==> src/logic/msp_pkg.sv <==
package msp_pkg;

  // system clock runs at five times the metering core's nominal master clock
  localparam int SYS_CLK_HZ = 50_000_000;
  localparam int MCLK_NOM_HZ = 10_000_000;

  // least wait between a read command byte and the first data bit
  localparam int RD_WAIT_NS = 1100;
  localparam int RD_WAIT_CYC = (RD_WAIT_NS * (SYS_CLK_HZ / 1_000_000) + 999) / 1000;

  // serial framing
  localparam int BYTE_BITS = 8;
  localparam int CMD_WRITE_BIT = 7;
  localparam int ADDR_BITS = 7;

  // interrupt sources
  localparam int NUM_IRQ_SRC = 3;
  localparam int IRQ_ACT_HALF = 0;
  localparam int IRQ_APP_HALF = 1;
  localparam int IRQ_WAVE_RDY = 2;
  localparam int WAVE_MAX_SPS = 26_000;

  // synchroniser depth on pin inputs
  localparam int SYNC_STAGES = 2;

  typedef enum logic [1:0] {
    MSP_ST_CMD,
    MSP_ST_WR,
    MSP_ST_RD
  } msp_state_e;

endpackage

==> src/logic/msp_sync.sv <==
`timescale 1ns/1ps
module msp_sync #(
  parameter int WIDTH = 1
) (
  // clocking
  input wire logic sys_clk,
  input wire logic nrst,
  input wire logic clk_en,
  // asynchronous levels in, synchronised levels out
  input wire logic [WIDTH-1:0] d,
  output logic [WIDTH-1:0] q
);

  logic [WIDTH-1:0] meta_r;

  // first stage is read by the second stage only
  always_ff @(posedge sys_clk or negedge nrst) begin
    if (!nrst) begin
      meta_r <= '1;
      q <= '1;
    end else if (clk_en) begin
      meta_r <= d;
      q <= meta_r;
    end
  end

endmodule

==> src/logic/msp_serial_port.sv <==
`timescale 1ns/1ps
module msp_serial_port #(
  parameter int NUM_SRC = msp_pkg::NUM_IRQ_SRC
) (
  // clocking
  input wire logic sys_clk,
  input wire logic nrst,
  input wire logic clk_en,
  // serial pins
  input wire logic cs_n_pin,
  input wire logic sclk_pin,
  input wire logic din_pin,
  output logic dout_o,
  output logic dout_oe_n,
  // interrupt pin, open drain
  output logic irq_n_o,
  output logic irq_oe_n,
  // core register port
  output logic [msp_pkg::ADDR_BITS-1:0] reg_addr,
  output logic wr_valid,
  output logic [msp_pkg::BYTE_BITS-1:0] wr_data,
  output logic rd_req,
  input wire logic [msp_pkg::BYTE_BITS-1:0] rd_data,
  output logic rd_early,
  // interrupt sources
  input wire logic [NUM_SRC-1:0] irq_event,
  input wire logic [NUM_SRC-1:0] irq_mask,
  input wire logic [NUM_SRC-1:0] irq_clear,
  output logic [NUM_SRC-1:0] irq_status
);

  localparam int WAIT_W = $clog2(msp_pkg::RD_WAIT_CYC + 1);
  localparam logic [WAIT_W-1:0] WAIT_LOAD = WAIT_W'(msp_pkg::RD_WAIT_CYC);
  localparam logic [2:0] LAST_BIT = 3'(msp_pkg::BYTE_BITS - 1);

  logic [2:0] pin_s;
  logic cs_n_s;
  logic sclk_s;
  logic din_s;
  logic sclk_d_r;
  logic sclk_fall;
  logic sclk_rise;
  logic byte_done;
  logic cmd_is_rd;
  logic cmd_done;
  logic wr_byte_done;
  logic rd_byte_done;
  logic [msp_pkg::BYTE_BITS-1:0] rx_nxt;
  logic [msp_pkg::BYTE_BITS-1:0] rx_sr_r;
  logic [msp_pkg::BYTE_BITS-1:0] tx_sr_r;
  logic [2:0] bit_cnt_r;
  logic [WAIT_W-1:0] wait_cnt_r;
  logic dout_r;
  logic irq_pend_r;
  msp_pkg::msp_state_e state_r;

  // pins come from the host's domain: two flops before any use
  msp_sync #(
    .WIDTH(3)
  ) u_sync (
    .sys_clk(sys_clk),
    .nrst(nrst),
    .clk_en(clk_en),
    .d({cs_n_pin, sclk_pin, din_pin}),
    .q(pin_s)
  );

  assign cs_n_s = pin_s[2];
  assign sclk_s = pin_s[1];
  assign din_s = pin_s[0];

  // edges only count while selected
  assign sclk_fall = !cs_n_s && sclk_d_r && !sclk_s;
  assign sclk_rise = !cs_n_s && !sclk_d_r && sclk_s;
  assign rx_nxt = {rx_sr_r[msp_pkg::BYTE_BITS-2:0], din_s};
  assign byte_done = sclk_fall && (bit_cnt_r == LAST_BIT);

  // phase of the byte that completes on this edge
  assign cmd_is_rd = !rx_nxt[msp_pkg::CMD_WRITE_BIT];
  assign cmd_done = byte_done && state_r == msp_pkg::MSP_ST_CMD;
  assign wr_byte_done = byte_done && state_r == msp_pkg::MSP_ST_WR;
  assign rd_byte_done = byte_done && state_r == msp_pkg::MSP_ST_RD;

  always_ff @(posedge sys_clk or negedge nrst) begin
    if (!nrst) begin
      sclk_d_r <= 1'b1;
    end else if (clk_en) begin
      sclk_d_r <= sclk_s;
    end
  end

  // receive shifter and bit count
  always_ff @(posedge sys_clk or negedge nrst) begin
    if (!nrst) begin
      rx_sr_r <= 8'h00;
      bit_cnt_r <= 3'h0;
    end else if (clk_en) begin
      if (cs_n_s) begin
        bit_cnt_r <= 3'h0;
      end else if (sclk_fall) begin
        rx_sr_r <= rx_nxt;
        bit_cnt_r <= bit_cnt_r + 3'h1;
      end
    end
  end

  // transfer phase: command byte first, then data bytes until deselect
  always_ff @(posedge sys_clk or negedge nrst) begin
    if (!nrst) begin
      state_r <= msp_pkg::MSP_ST_CMD;
      reg_addr <= '0;
    end else if (clk_en) begin
      if (cs_n_s) begin
        state_r <= msp_pkg::MSP_ST_CMD;
      end else begin
        unique case (state_r)
          msp_pkg::MSP_ST_CMD: begin
            if (byte_done) begin
              reg_addr <= rx_nxt[msp_pkg::ADDR_BITS-1:0];
              state_r <= cmd_is_rd ? msp_pkg::MSP_ST_RD : msp_pkg::MSP_ST_WR;
            end
          end
          // data phases last until deselect
          msp_pkg::MSP_ST_WR, msp_pkg::MSP_ST_RD: begin
            state_r <= state_r;
          end
          // the spare two-bit code falls back to awaiting a command
          default: begin
            state_r <= msp_pkg::MSP_ST_CMD;
          end
        endcase
      end
    end
  end

  // core strobes, one cycle each
  always_ff @(posedge sys_clk or negedge nrst) begin
    if (!nrst) begin
      wr_valid <= 1'b0;
      wr_data <= 8'h00;
      rd_req <= 1'b0;
    end else if (clk_en) begin
      wr_valid <= wr_byte_done;
      rd_req <= (cmd_done && cmd_is_rd) || rd_byte_done;
      if (wr_byte_done) begin
        wr_data <= rx_nxt;
      end
    end
  end

  // least gap between a read command and the first data rise, counted down
  always_ff @(posedge sys_clk or negedge nrst) begin
    if (!nrst) begin
      wait_cnt_r <= '0;
    end else if (clk_en) begin
      if (cmd_done && cmd_is_rd) begin
        wait_cnt_r <= WAIT_LOAD;
      end else if (wait_cnt_r != '0) begin
        wait_cnt_r <= wait_cnt_r - WAIT_W'(1);
      end
    end
  end

  // flags a host that starts clocking read data too soon; the core may not have its byte yet
  always_ff @(posedge sys_clk or negedge nrst) begin
    if (!nrst) begin
      rd_early <= 1'b0;
    end else if (clk_en) begin
      rd_early <= sclk_rise && state_r == msp_pkg::MSP_ST_RD && bit_cnt_r == 3'h0 && wait_cnt_r != '0;
    end
  end

  // transmit: read byte taken from the core at the first rising edge of each byte
  always_ff @(posedge sys_clk or negedge nrst) begin
    if (!nrst) begin
      tx_sr_r <= 8'h00;
      dout_r <= 1'b0;
    end else if (clk_en) begin
      if (sclk_rise && state_r == msp_pkg::MSP_ST_RD) begin
        if (bit_cnt_r == 3'h0) begin
          dout_r <= rd_data[msp_pkg::BYTE_BITS-1];
          tx_sr_r <= {rd_data[msp_pkg::BYTE_BITS-2:0], 1'b0};
        end else begin
          dout_r <= tx_sr_r[msp_pkg::BYTE_BITS-1];
          tx_sr_r <= {tx_sr_r[msp_pkg::BYTE_BITS-2:0], 1'b0};
        end
      end
    end
  end

  assign dout_o = dout_r;
  assign dout_oe_n = !(state_r == msp_pkg::MSP_ST_RD && !cs_n_s);

  // sticky status; an event in the clearing cycle survives the clear
  always_ff @(posedge sys_clk or negedge nrst) begin
    if (!nrst) begin
      irq_status <= '0;
    end else if (clk_en) begin
      irq_status <= (irq_status & ~irq_clear) | irq_event;
    end
  end

  // registered so the open-drain enable never glitches on mask changes
  always_ff @(posedge sys_clk or negedge nrst) begin
    if (!nrst) begin
      irq_pend_r <= 1'b0;
    end else if (clk_en) begin
      irq_pend_r <= |(irq_status & irq_mask);
    end
  end

  // open drain: only ever pulls low, never drives high
  assign irq_n_o = 1'b0;
  assign irq_oe_n = !irq_pend_r;

  // the whole port runs on sys_clk, at five times the nominal master clock rate

endmodule

==> config.mk <==
export PLATFORM = sky130hd
export DESIGN_NAME = msp_serial_port
export DESIGN_NICKNAME = d
export VERILOG_FILES = /design/src/logic/msp_pkg.sv /design/src/logic/msp_sync.sv /design/src/logic/msp_serial_port.sv
export SDC_FILE = /design/constraint.sdc
export NUM_CORES = 1
export LEC_CHECK = 0
export ABC_AREA = 0
export BUFFER_PORTS_ARGS = -buffer_cell sky130_fd_sc_hd__buf_4
export CORE_ASPECT_RATIO = 0.6
export CORE_MARGIN = 2
export CORE_UTILIZATION = 51
export CTS_BUF_LIST = sky130_fd_sc_hd__clkbuf_8
export CTS_CLUSTER_SIZE = 14
export DETAILED_ROUTE_END_ITERATION = 8
export PLACE_DENSITY = 0.74
export SLEW_MARGIN = 25
export SYNTH_ARGS = -nofsm -noshare
export SYNTH_HDL_FRONTEND = slang
export SYNTH_SLANG_ARGS = --single-unit
export TNS_END_PERCENT = 100
==> constraint.sdc <==
create_clock -name sys_clk -period 4.01 [get_ports sys_clk]
set_clock_uncertainty 0.2 [all_clocks]
set_input_delay 0.802 -clock sys_clk [delete_from_list [all_inputs] [get_ports sys_clk]]
set_output_delay 0.802 -clock sys_clk [all_outputs]
set_load 0.005 [all_outputs]
Word level (Yosys, flattened, before mapping)
Cells that the tools add are included.
{ "op_classes": {"n_bitwise": 5, "muxes": 10, "reduce_logical": 34, "n_eq_ne": 5, "addsub": 2} }
{ "op_table": {"columns": ["op", "count"], "rows": [
  ["$logic_and 1x1->1", 13],
  ["$mux 6", 2],
  ["$mux 8", 1],
  ["$reduce_and 2->1", 4],
  ["$and 3x3->3", 2],
  ["$logic_not 1->1", 6],
  ["$mux 2", 3],
  ["$mux 3", 2],
  ["$reduce_and 3->1", 2],
  ["$reduce_bool 6->1", 1],
  ["$sub 6x1->6 const B", 1],
  ["$pmux 2 s2", 1],
  ["$reduce_and 4->1", 1],
  ["$reduce_bool 2->1", 2],
  ["$add 3x1->3 const B", 1],
  ["$eq 3x3->1 const B", 1],
  ["$logic_not 3->1", 1],
  ["$ne 3x2->1 const B", 1],
  ["$not 3->3", 1],
  ["$or 3x3->3", 1],
  ["$reduce_or 3->1", 1],
  ["$eq 2x1->1 const B", 1],
  ["$eq 2x2->1 const B", 1],
  ["$logic_not 2->1", 1],
  ["5 further kinds", 5]
]} }
{ "totals": {"ff_bits": 56, "word_cells": 72, "input_bits": 23, "out_inout_bits": 25} }

Logic depth before layout (Yosys ltp)
Gate-level depths: netlist of run 1.
{ "depth": {"depth_word": 8, "mapped_depth": 8, "mapped_depth_nobuf": 6} }

Cells and area by module
A second synthesis of run 1 with hierarchy kept.
{ "unflattened": {"hier_cells": 221, "area_unflattened_um2": 2498.6} }
{ "by_module_without_submodules": {"columns": ["module", "area_per_inst_um2", "seq_area_each_um2", "cells_per_inst", "n_inst"], "rows": [
  ["msp_serial_port", 2239.6, 1227.4, 208, 1],
  ["msp_sync", 259.0, 157.7, 13, 1]
]} }

Worst setup path before layout of run 1
No wires, ideal clock.
{ "synth_path": {"path_type": "input -> register", "start": "input port clk_en", "end": "register rx_sr_r[1] (netlist name)", "t_required_ns": 3.685, "path_slack_ns": 2.004, "t_arrival_ns": 1.682, "cell_stages": 4, "path_buffers": 1, "path_cell_list": "inv_1 > nor4_2 > buf_2 > mux2_2"} }
{ "synth_between": {"elab_chain_len": 1} }
{ "synth_lines": {"columns": ["element", "line", "rtl"], "rows": [
  ["from (decl)", "msp_serial_port.sv:8", "input wire logic clk_en,"],
  ["$reduce_and 3->1 (no line)", null, null],
  ["to (signal assigned)", "msp_serial_port.sv:101", "rx_sr_r <= rx_nxt;"],
  ["to (decl)", "msp_serial_port.sv:49", "logic [msp_pkg::BYTE_BITS-1:0] rx_sr_r;"]
]} }
Every way passes these cells.
A chain may end at the register's enable or synchronous reset.

Worst setup path in the final report of run 1
{ "layout_path": {"start": "register bit_cnt_r[0]", "end": "register wr_data[6] (netlist name)"} }
{ "layout_between": {"elab_chain_len": 4} }
{ "layout_lines": {"columns": ["element", "line", "rtl"], "rows": [
  ["from (decl)", "msp_serial_port.sv:51", "logic [2:0] bit_cnt_r;"],
  ["from (signal assigned)", "msp_serial_port.sv:102", "bit_cnt_r <= bit_cnt_r + 3'h1;"],
  ["$eq 3x3->1", "msp_serial_port.sv:76", "assign byte_done = sclk_fall && (bit_cnt_r == LAST_BIT);"],
  ["$logic_and 1x1->1", "msp_serial_port.sv:76", null],
  ["$logic_and 1x1->1", "msp_serial_port.sv:81", "assign wr_byte_done = byte_done && state_r == msp_pkg::MSP_ST_WR;"],
  ["$reduce_and 2->1 (no line)", null, null],
  ["to (signal assigned)", "msp_serial_port.sv:146", "wr_data <= rx_nxt;"],
  ["to (decl)", "msp_serial_port.sv:21", "output logic [msp_pkg::BYTE_BITS-1:0] wr_data,"]
]} }
Every way passes these cells.

==> impl_metrics.yaml, run 1 <==
job:
  max_cap_viol_count: 0
synth:
  synth_seq_area_share_pct: 53.8
  synthFlopType: "dfrtp_1"
  synth_top_area_share_pct: 46.6
  syn_nets: 238
  ys_ff_latch: 55
  synthSimpleGateAreaFrac_pct: 9.18
  async_reset_ff_share_pct: 100
  yosys_warnings: 0
  synth_top_area_cell: "dfrtp_1"
  syn_inst: 207
  synth_top_family_by_area: "multiplexers"
  ys_top_cells_by_area: "dfrtp_1 (47%), mux2_4 (8.7%), dfstp_2 (7.1%)"
  yosys.area_share.adder_pct: 3.89
  syn_area_um2: 2580
  avgSynthCellArea_um2: 12.4
  synth-compound-area-share_pct: 9.57
  synthMuxAreaShare_pct: 17.9
  netlist-cell-type-count: 43
  synth_edf_count: 0
  yosys.area_share.xor_xnor_pct: 0
global_route:
  grt_max_degree: 56
  grt_pass1_vias: 1595
  grt_pass1_wl_mm: 7.85
  gr-usage-all-layers_pct: 18.6
  grt-ovfl-total: 0
  antenna_found_initial: 0
worst_hold_path:
  min_from: "tx_sr_r[7]$_DFFE_PN0P_"
  worstHoldPathType: "reg -> reg"
  holdPathStages: 2
  hold_path_end: "tx_sr_r[7]$_DFFE_PN0P_"
sta:
  timing.fmax_ghz: 0.426
  tightest_slew_ns: 0.974
  finalMaxSlewViolations: 0
  period_share_pct: 58.6
  finalHoldViolCount: 0
  setup-violations-final: 0
  rsz0062_at_grt: "false"
  relSlewSlack_pct: 34.9
  finalSetupTns_ns: 0
  fin_crit_ns: 2.35
placed_design:
  portBuffers: 46
  gp_congestion: 0.763
  dp.cells: 305
  place.detailed.hpwl_mm: 3.42
clocking:
  cts_buffer_depth: 2
  clkSinkCount: 55
  postCtsResizedCells: 0
  cts_buffers: 5
  path_clk_slew_ns: 0.09
  cts_tree: "yes"
  hold_buffers: 0
  htreeDepth: 2
  cts_root_buf: "clkbuf_8"
  postCtsSetupBuffers: 0
  worstSkewPairLatency_ns: 0.30
setup_path:
  r2r_slack_ns: 1.66
  rr_worst_depth: 5
  reg2reg_to: "wr_data[6]$_DFFE_PN0P_"
  cp_data_required_time_ns: 4.00
  worstReg2RegStart: "bit_cnt_r[0]$_DFFE_PN0P_"
  path_max_fanout: 9
  startpoint: "bit_cnt_r[0]$_DFFE_PN0P_"
  crit_path_end_kind: "register"
  arrival_ns: 2.34
  worstSetupStartpointType: "register"
  path_class: "reg -> reg"
status:
  outcome: "finished clean"
power:
  peakVddDrop_mv: 0.211
  p_per_area_nw_per_um2: 424
  power_leakage_nw: 1.48
die:
  fp.dieW_um: 95.8
  die-area_um2: 5650
  fp.coreArea_um2: 4710
  start_util_pct: 54.7
  num_rows: 19
  io_pins: 48
  die_h_um: 59.1
final_layout:
  nFillCells: 378
  layout_commonest_cell: "dfrtp_1"
  final_core_util_pct: 64.5
  area_growth_pct: 17.8
  drive_gt1_share_pct: 38.0
  layout.cells.non_filler: 313
  regArea_um2: 1390
  nNetsFinal: 280
  multiInputGateArea_um2: 1050
  layout_common_cells: "dfrtp_1 (48), buf_4 (47), nand2_1 (24), o21ai_0 (16), mux2_4 (15)"
  antenna_cells: 0
detailed_routing:
  drtIter0Drc: 66
  ant_nets: 0
  detail_route.wl_per_cell_um: 14.8
  routed_via_density: 5.29
  dr.pass1.iters: 4
  drc: 0
  route.vias.total: 1656
  drt-total-wl_mm: 4.63
## critical path, cell delays in order (launching register included)
cell	delay, ns
dfrtp_1	0.40
ha_1	0.17
ha_1	0.12
nor4bb_2	0.60
and3_4	0.42
mux2_4	0.32
## cell usage after synthesis, types with 2 or more instances
cell,instances
o21ai_0,16
and3_4,2
inv_1,12
a22o_1,5
o21ai_1,2
clkbuf_1,2
buf_4,2
mux2i_1,9
o211ai_1,2
a31oi_1,2
dfrtp_1,48
ha_1,8
o2bb2ai_1,2
buf_1,2
nand2b_1,2
nor2b_1,3
mux2_4,15
buf_2,2
dfstp_2,7
a21oi_1,2
nor4_1,2
nor3_1,3
mux2_2,13
buf_6,2
nand2_1,24
## registers in the layout, indices dropped and copies added (netlist names)
| name | count |
|---|---|
| bit_cnt_r | 3 |
| dout_o | 1 |
| irq_pend_r | 1 |
| irq_status | 3 |
| rd_early | 1 |
| rd_req | 1 |
| reg_addr | 7 |
| rx_sr_r | 7 |
| sclk_d_r | 1 |
| state_r | 2 |
| tx_sr_r | 7 |
| u_sync.meta_r | 3 |
| u_sync.q | 3 |
| wait_cnt_r | 6 |
| wr_data | 8 |
| wr_valid | 1 |
## worst max path at each step
stage	end	depth (start not counted)
after floorplan	rx_sr_r[1]$_DFFE_PN0P_	4
after global placement	wr_data[3]$_DFFE_PN0P_	5
after detailed placement	wr_data[6]$_DFFE_PN0P_	5
after CTS	wr_data[6]$_DFFE_PN0P_	5
after global routing	wr_data[6]$_DFFE_PN0P_	5
final	wr_data[6]$_DFFE_PN0P_	5
## power by group
part           internal (mW)  total [mW]  switching (mW)
Clock                  0.202       0.370           0.168
Sequential             0.630       0.705          0.0759
Combinational          0.112       0.212           0.101
Total                  0.943        1.29           0.344
## cells by family after synthesis
group,count (synthesis)
adder cells (fa/ha/maj),8
flip-flops,55
other,1
AO/OA/AOI/OAI,38
multiplexers,37
buffers and inverters,24
AND/OR/NAND/NOR,44
## per-stage QoR
stage          hold slack (ns)  instance area [µm²]  setup slack (ns)  power, mW
2_1_floorplan            0.248                 2580              2.00      0.848
3_3_place_gp             0.265                 2910              1.46      0.920
3_5_place_dp             0.275                 2910              1.34      0.929
4_1_cts                  0.296                 3030              1.33       1.30
5_1_grt                  0.323                 3030              1.50       1.37
6_report                 0.293                 3030              1.66       1.29
## final cells by class
| type | instances | share of cell area [%] |
|---|---|---|
| Sequential cell | 55 | 45.6 |
| Multi-Input combinational cell | 128 | 34.8 |
| Timing Repair Buffer | 47 | 11.6 |
| Clock buffer | 6 | 2.72 |
| Tap cell | 63 | 2.60 |
| Inverter | 12 | 1.48 |
| Clock inverter | 2 | 1.15 |
## layer usage
metal,global-route usage [%],wire (µm),vias to the layer above,part of all wire (%)
met2,25.3,1920,49,41
li1,-,-,811,-
met3,5.47,286,4,6.2
met1,28.7,2390,792,52
met5,0,0,-,0
met4,5.51,38,0,0.82
Note: power is estimated with default switching activity, not from simulation.
==> run 2: changes to the inputs <==
clock period = 2.3 ns   (was 4.01 ns; I/O delays follow)
==> run 2 against run 1 <==
Compared with the run above: core utilization stayed put; design area stayed put; worst hold slack got worse by 0.31 ns; the run now ends with hold timing left; final cell count increased by 0.96%.
==> impl_metrics.yaml, run 2 (synthesized netlist as in run 1, its figures left out) <==
status:
  outcome: "finished with violations"
  violations: "hold timing"
global_route:
  antenna_found_initial: 0
  grt-ovfl-total: 0
  gr-usage-all-layers_pct: 18.7
  grt_pass1_wl_mm: 7.82
  grt_max_degree: 56
  grt_pass1_vias: 1554
placed_design:
  gp_congestion: 0.785
  portBuffers: 46
  place.detailed.hpwl_mm: 3.31
final_layout:
  largest_register_ffs: 8
  layout_common_cells: "buf_4 (50), dfrtp_1 (48), nand2_1 (24), o21ai_0 (16), mux2_4 (15)"
  drive_gt1_share_pct: 38.3
  regMostFlops: "wr_data"
  nNetsFinal: 283
  layout_commonest_cell: "buf_4"
  antenna_cells: 0
  area_growth_pct: 17.8
power:
  p_int_mw: 1.54
  p_clk_share_pct: 25.2
  comb_power_share_pct: 17.7
  peakVddDrop_mv: 0.357
  power_leakage_nw: 1.49
  p_sw_uw: 613
  p_per_area_nw_per_um2: 711
  p_sw_share_pct: 28.4
  seqPwrFrac_pct: 57.1
clocking:
  htreeDepth: 2
  cts_tree: "yes"
  cts_root_buf: "clkbuf_8"
  clkSinkCount: 55
  postCtsResizedCells: 0
  postCtsSetupBuffers: 0
  cts_buffers: 5
  hold_buffers: 0
  worstSkewPairLatency_ns: 0.30
  cts_buffer_depth: 2
  path_clk_slew_ns: 0.10
setup_path:
  path_max_fanout: 7
  critPathMaxStageDelay_ns: 0.42
  cp_data_required_time_ns: 2.28
  worstPathCellList: "ha_1 -> ha_1 -> nor4bb_2 -> buf_4 -> and2_1 -> o21ai_0 -> mux2i_1"
  crit_path_end_kind: "register"
  arrival_ns: 1.99
  cp_slowest_cell: "dfrtp_1"
  path_class: "reg -> reg"
  path_common_cell: "ha_1"
  worstSetupStartpointType: "register"
die:
  io_pins: 48
  fp.dieW_um: 95.8
  die-area_um2: 5650
  start_util_pct: 54.7
  fp.coreArea_um2: 4710
  num_rows: 19
  die_h_um: 59.1
worst_hold_path:
  worstHoldPathType: "in -> async"
sta:
  finalHoldViolCount: 16
  finalSetupTns_ns: 0
  whs_ns: -0.0157
  relSlewSlack_pct: 54.7
  timing.fmax_ghz: 0.499
  period_share_pct: 87.2
  tightest_slew_ns: 0.679
  rsz0062_at_grt: "false"
  finalMaxSlewViolations: 0
  setup-violations-final: 0
  fin_crit_ns: 2.01
detailed_routing:
  routed_via_density: 5.25
  ant_nets: 0
  route.vias.total: 1659
  detail_route.wl_per_cell_um: 14.7
  dr.pass1.iters: 4
  drc: 0
  drtIter0Drc: 50
  drt-total-wl_mm: 4.65
job:
  max_cap_viol_count: 0
run 2: cell count changes in the layout (fill, tap and decap cells not counted):
cell and change:
buf_4 +3, bufinv_16 -1, clkinv_2 -1, clkinv_4 +1, inv_1 +1
run 2: stage by stage:
| stage | setup slack, ns | instances | power (mW) | cell area (µm²) | util [%] |
|---|---|---|---|---|---|
| floorplan | 0.378 | 207 | 1.48 | 2580 | - |
| global placement | 0.299 | 308 | 1.62 | 2930 | 62.3 |
| detailed placement | 0.231 | 308 | 1.63 | 2930 | 62.3 |
| CTS | 0.211 | 316 | 2.17 | 3030 | 64.3 |
| global route | 0.116 | 316 | 2.29 | 3030 | 64.5 |
| finish | 0.294 | 316 | 2.16 | 3030 | 64.5 |
run 2: layout make-up:
| cell class | instances | area, µm² |
|---|---|---|
| clock buffers | 6 | 82.6 |
| clock inverters | 2 | 12.5 |
| fillers | 377 | 1670 |
| inverters | 12 | 45.0 |
| multi-input cells | 128 | 1050 |
| flip-flops and latches | 55 | 1390 |
| well taps | 63 | 78.8 |
| repair buffers | 50 | 375 |
run 2: worst max-delay path: cells and delay by family, from the launching register on:
| family | cells | cell delay, ns |
|---|---|---|
| buffers and inverters | 1 | 0.16 |
| AND/OR/NAND/NOR | 2 | 0.36 |
| adder cells (fa/ha/maj) | 2 | 0.37 |
| multiplexers | 1 | 0.12 |
| AO/OA/AOI/OAI | 1 | 0.24 |
| flip-flops | 1 | 0.42 |
run 2: worst paths after layout:
path	start	to	slack, ns	depth (start not counted)
max	bit_cnt_r[0]$_DFFE_PN0P_	wait_cnt_r[0]$_DFFE_PN0P_	0.29	7
min	nrst	rd_req$_DFFE_PN0P_	-0.02	1
max reg2reg	bit_cnt_r[0]$_DFFE_PN0P_	wait_cnt_r[0]$_DFFE_PN0P_	0.29	7
min reg2reg	tx_sr_r[3]$_DFFE_PN0P_	tx_sr_r[3]$_DFFE_PN0P_	0.29	2
max in group asynchronous	nrst	wait_cnt_r[1]$_DFFE_PN0P_	1.46	1
min in group sys_clk	irq_event[0]	irq_status[0]$_DFFE_PN0P_	0.17	2
run 2: per-layer routing:
layer / vias to the layer above / track usage [%] / share of wire (%)
met5: - / 0 / 0
met3: 4 / 4.83 / 6.4
li1: 812 / - / -
met4: 0 / 4.29 / 0.60
met2: 56 / 25.7 / 40
met1: 787 / 29.6 / 53
run 2: power by group through the flow:
| stage | Clock, mW | Sequential, mW | Combinational, mW |
|---|---|---|---|
| after global placement | 0 | 1.24 | 0.379 |
| after CTS | 0.555 | 1.23 | 0.384 |
| after floorplan | 0 | 1.20 | 0.282 |
| after detailed placement | 0 | 1.24 | 0.384 |
| after global routing | 0.603 | 1.25 | 0.432 |
| final | 0.543 | 1.23 | 0.382 |
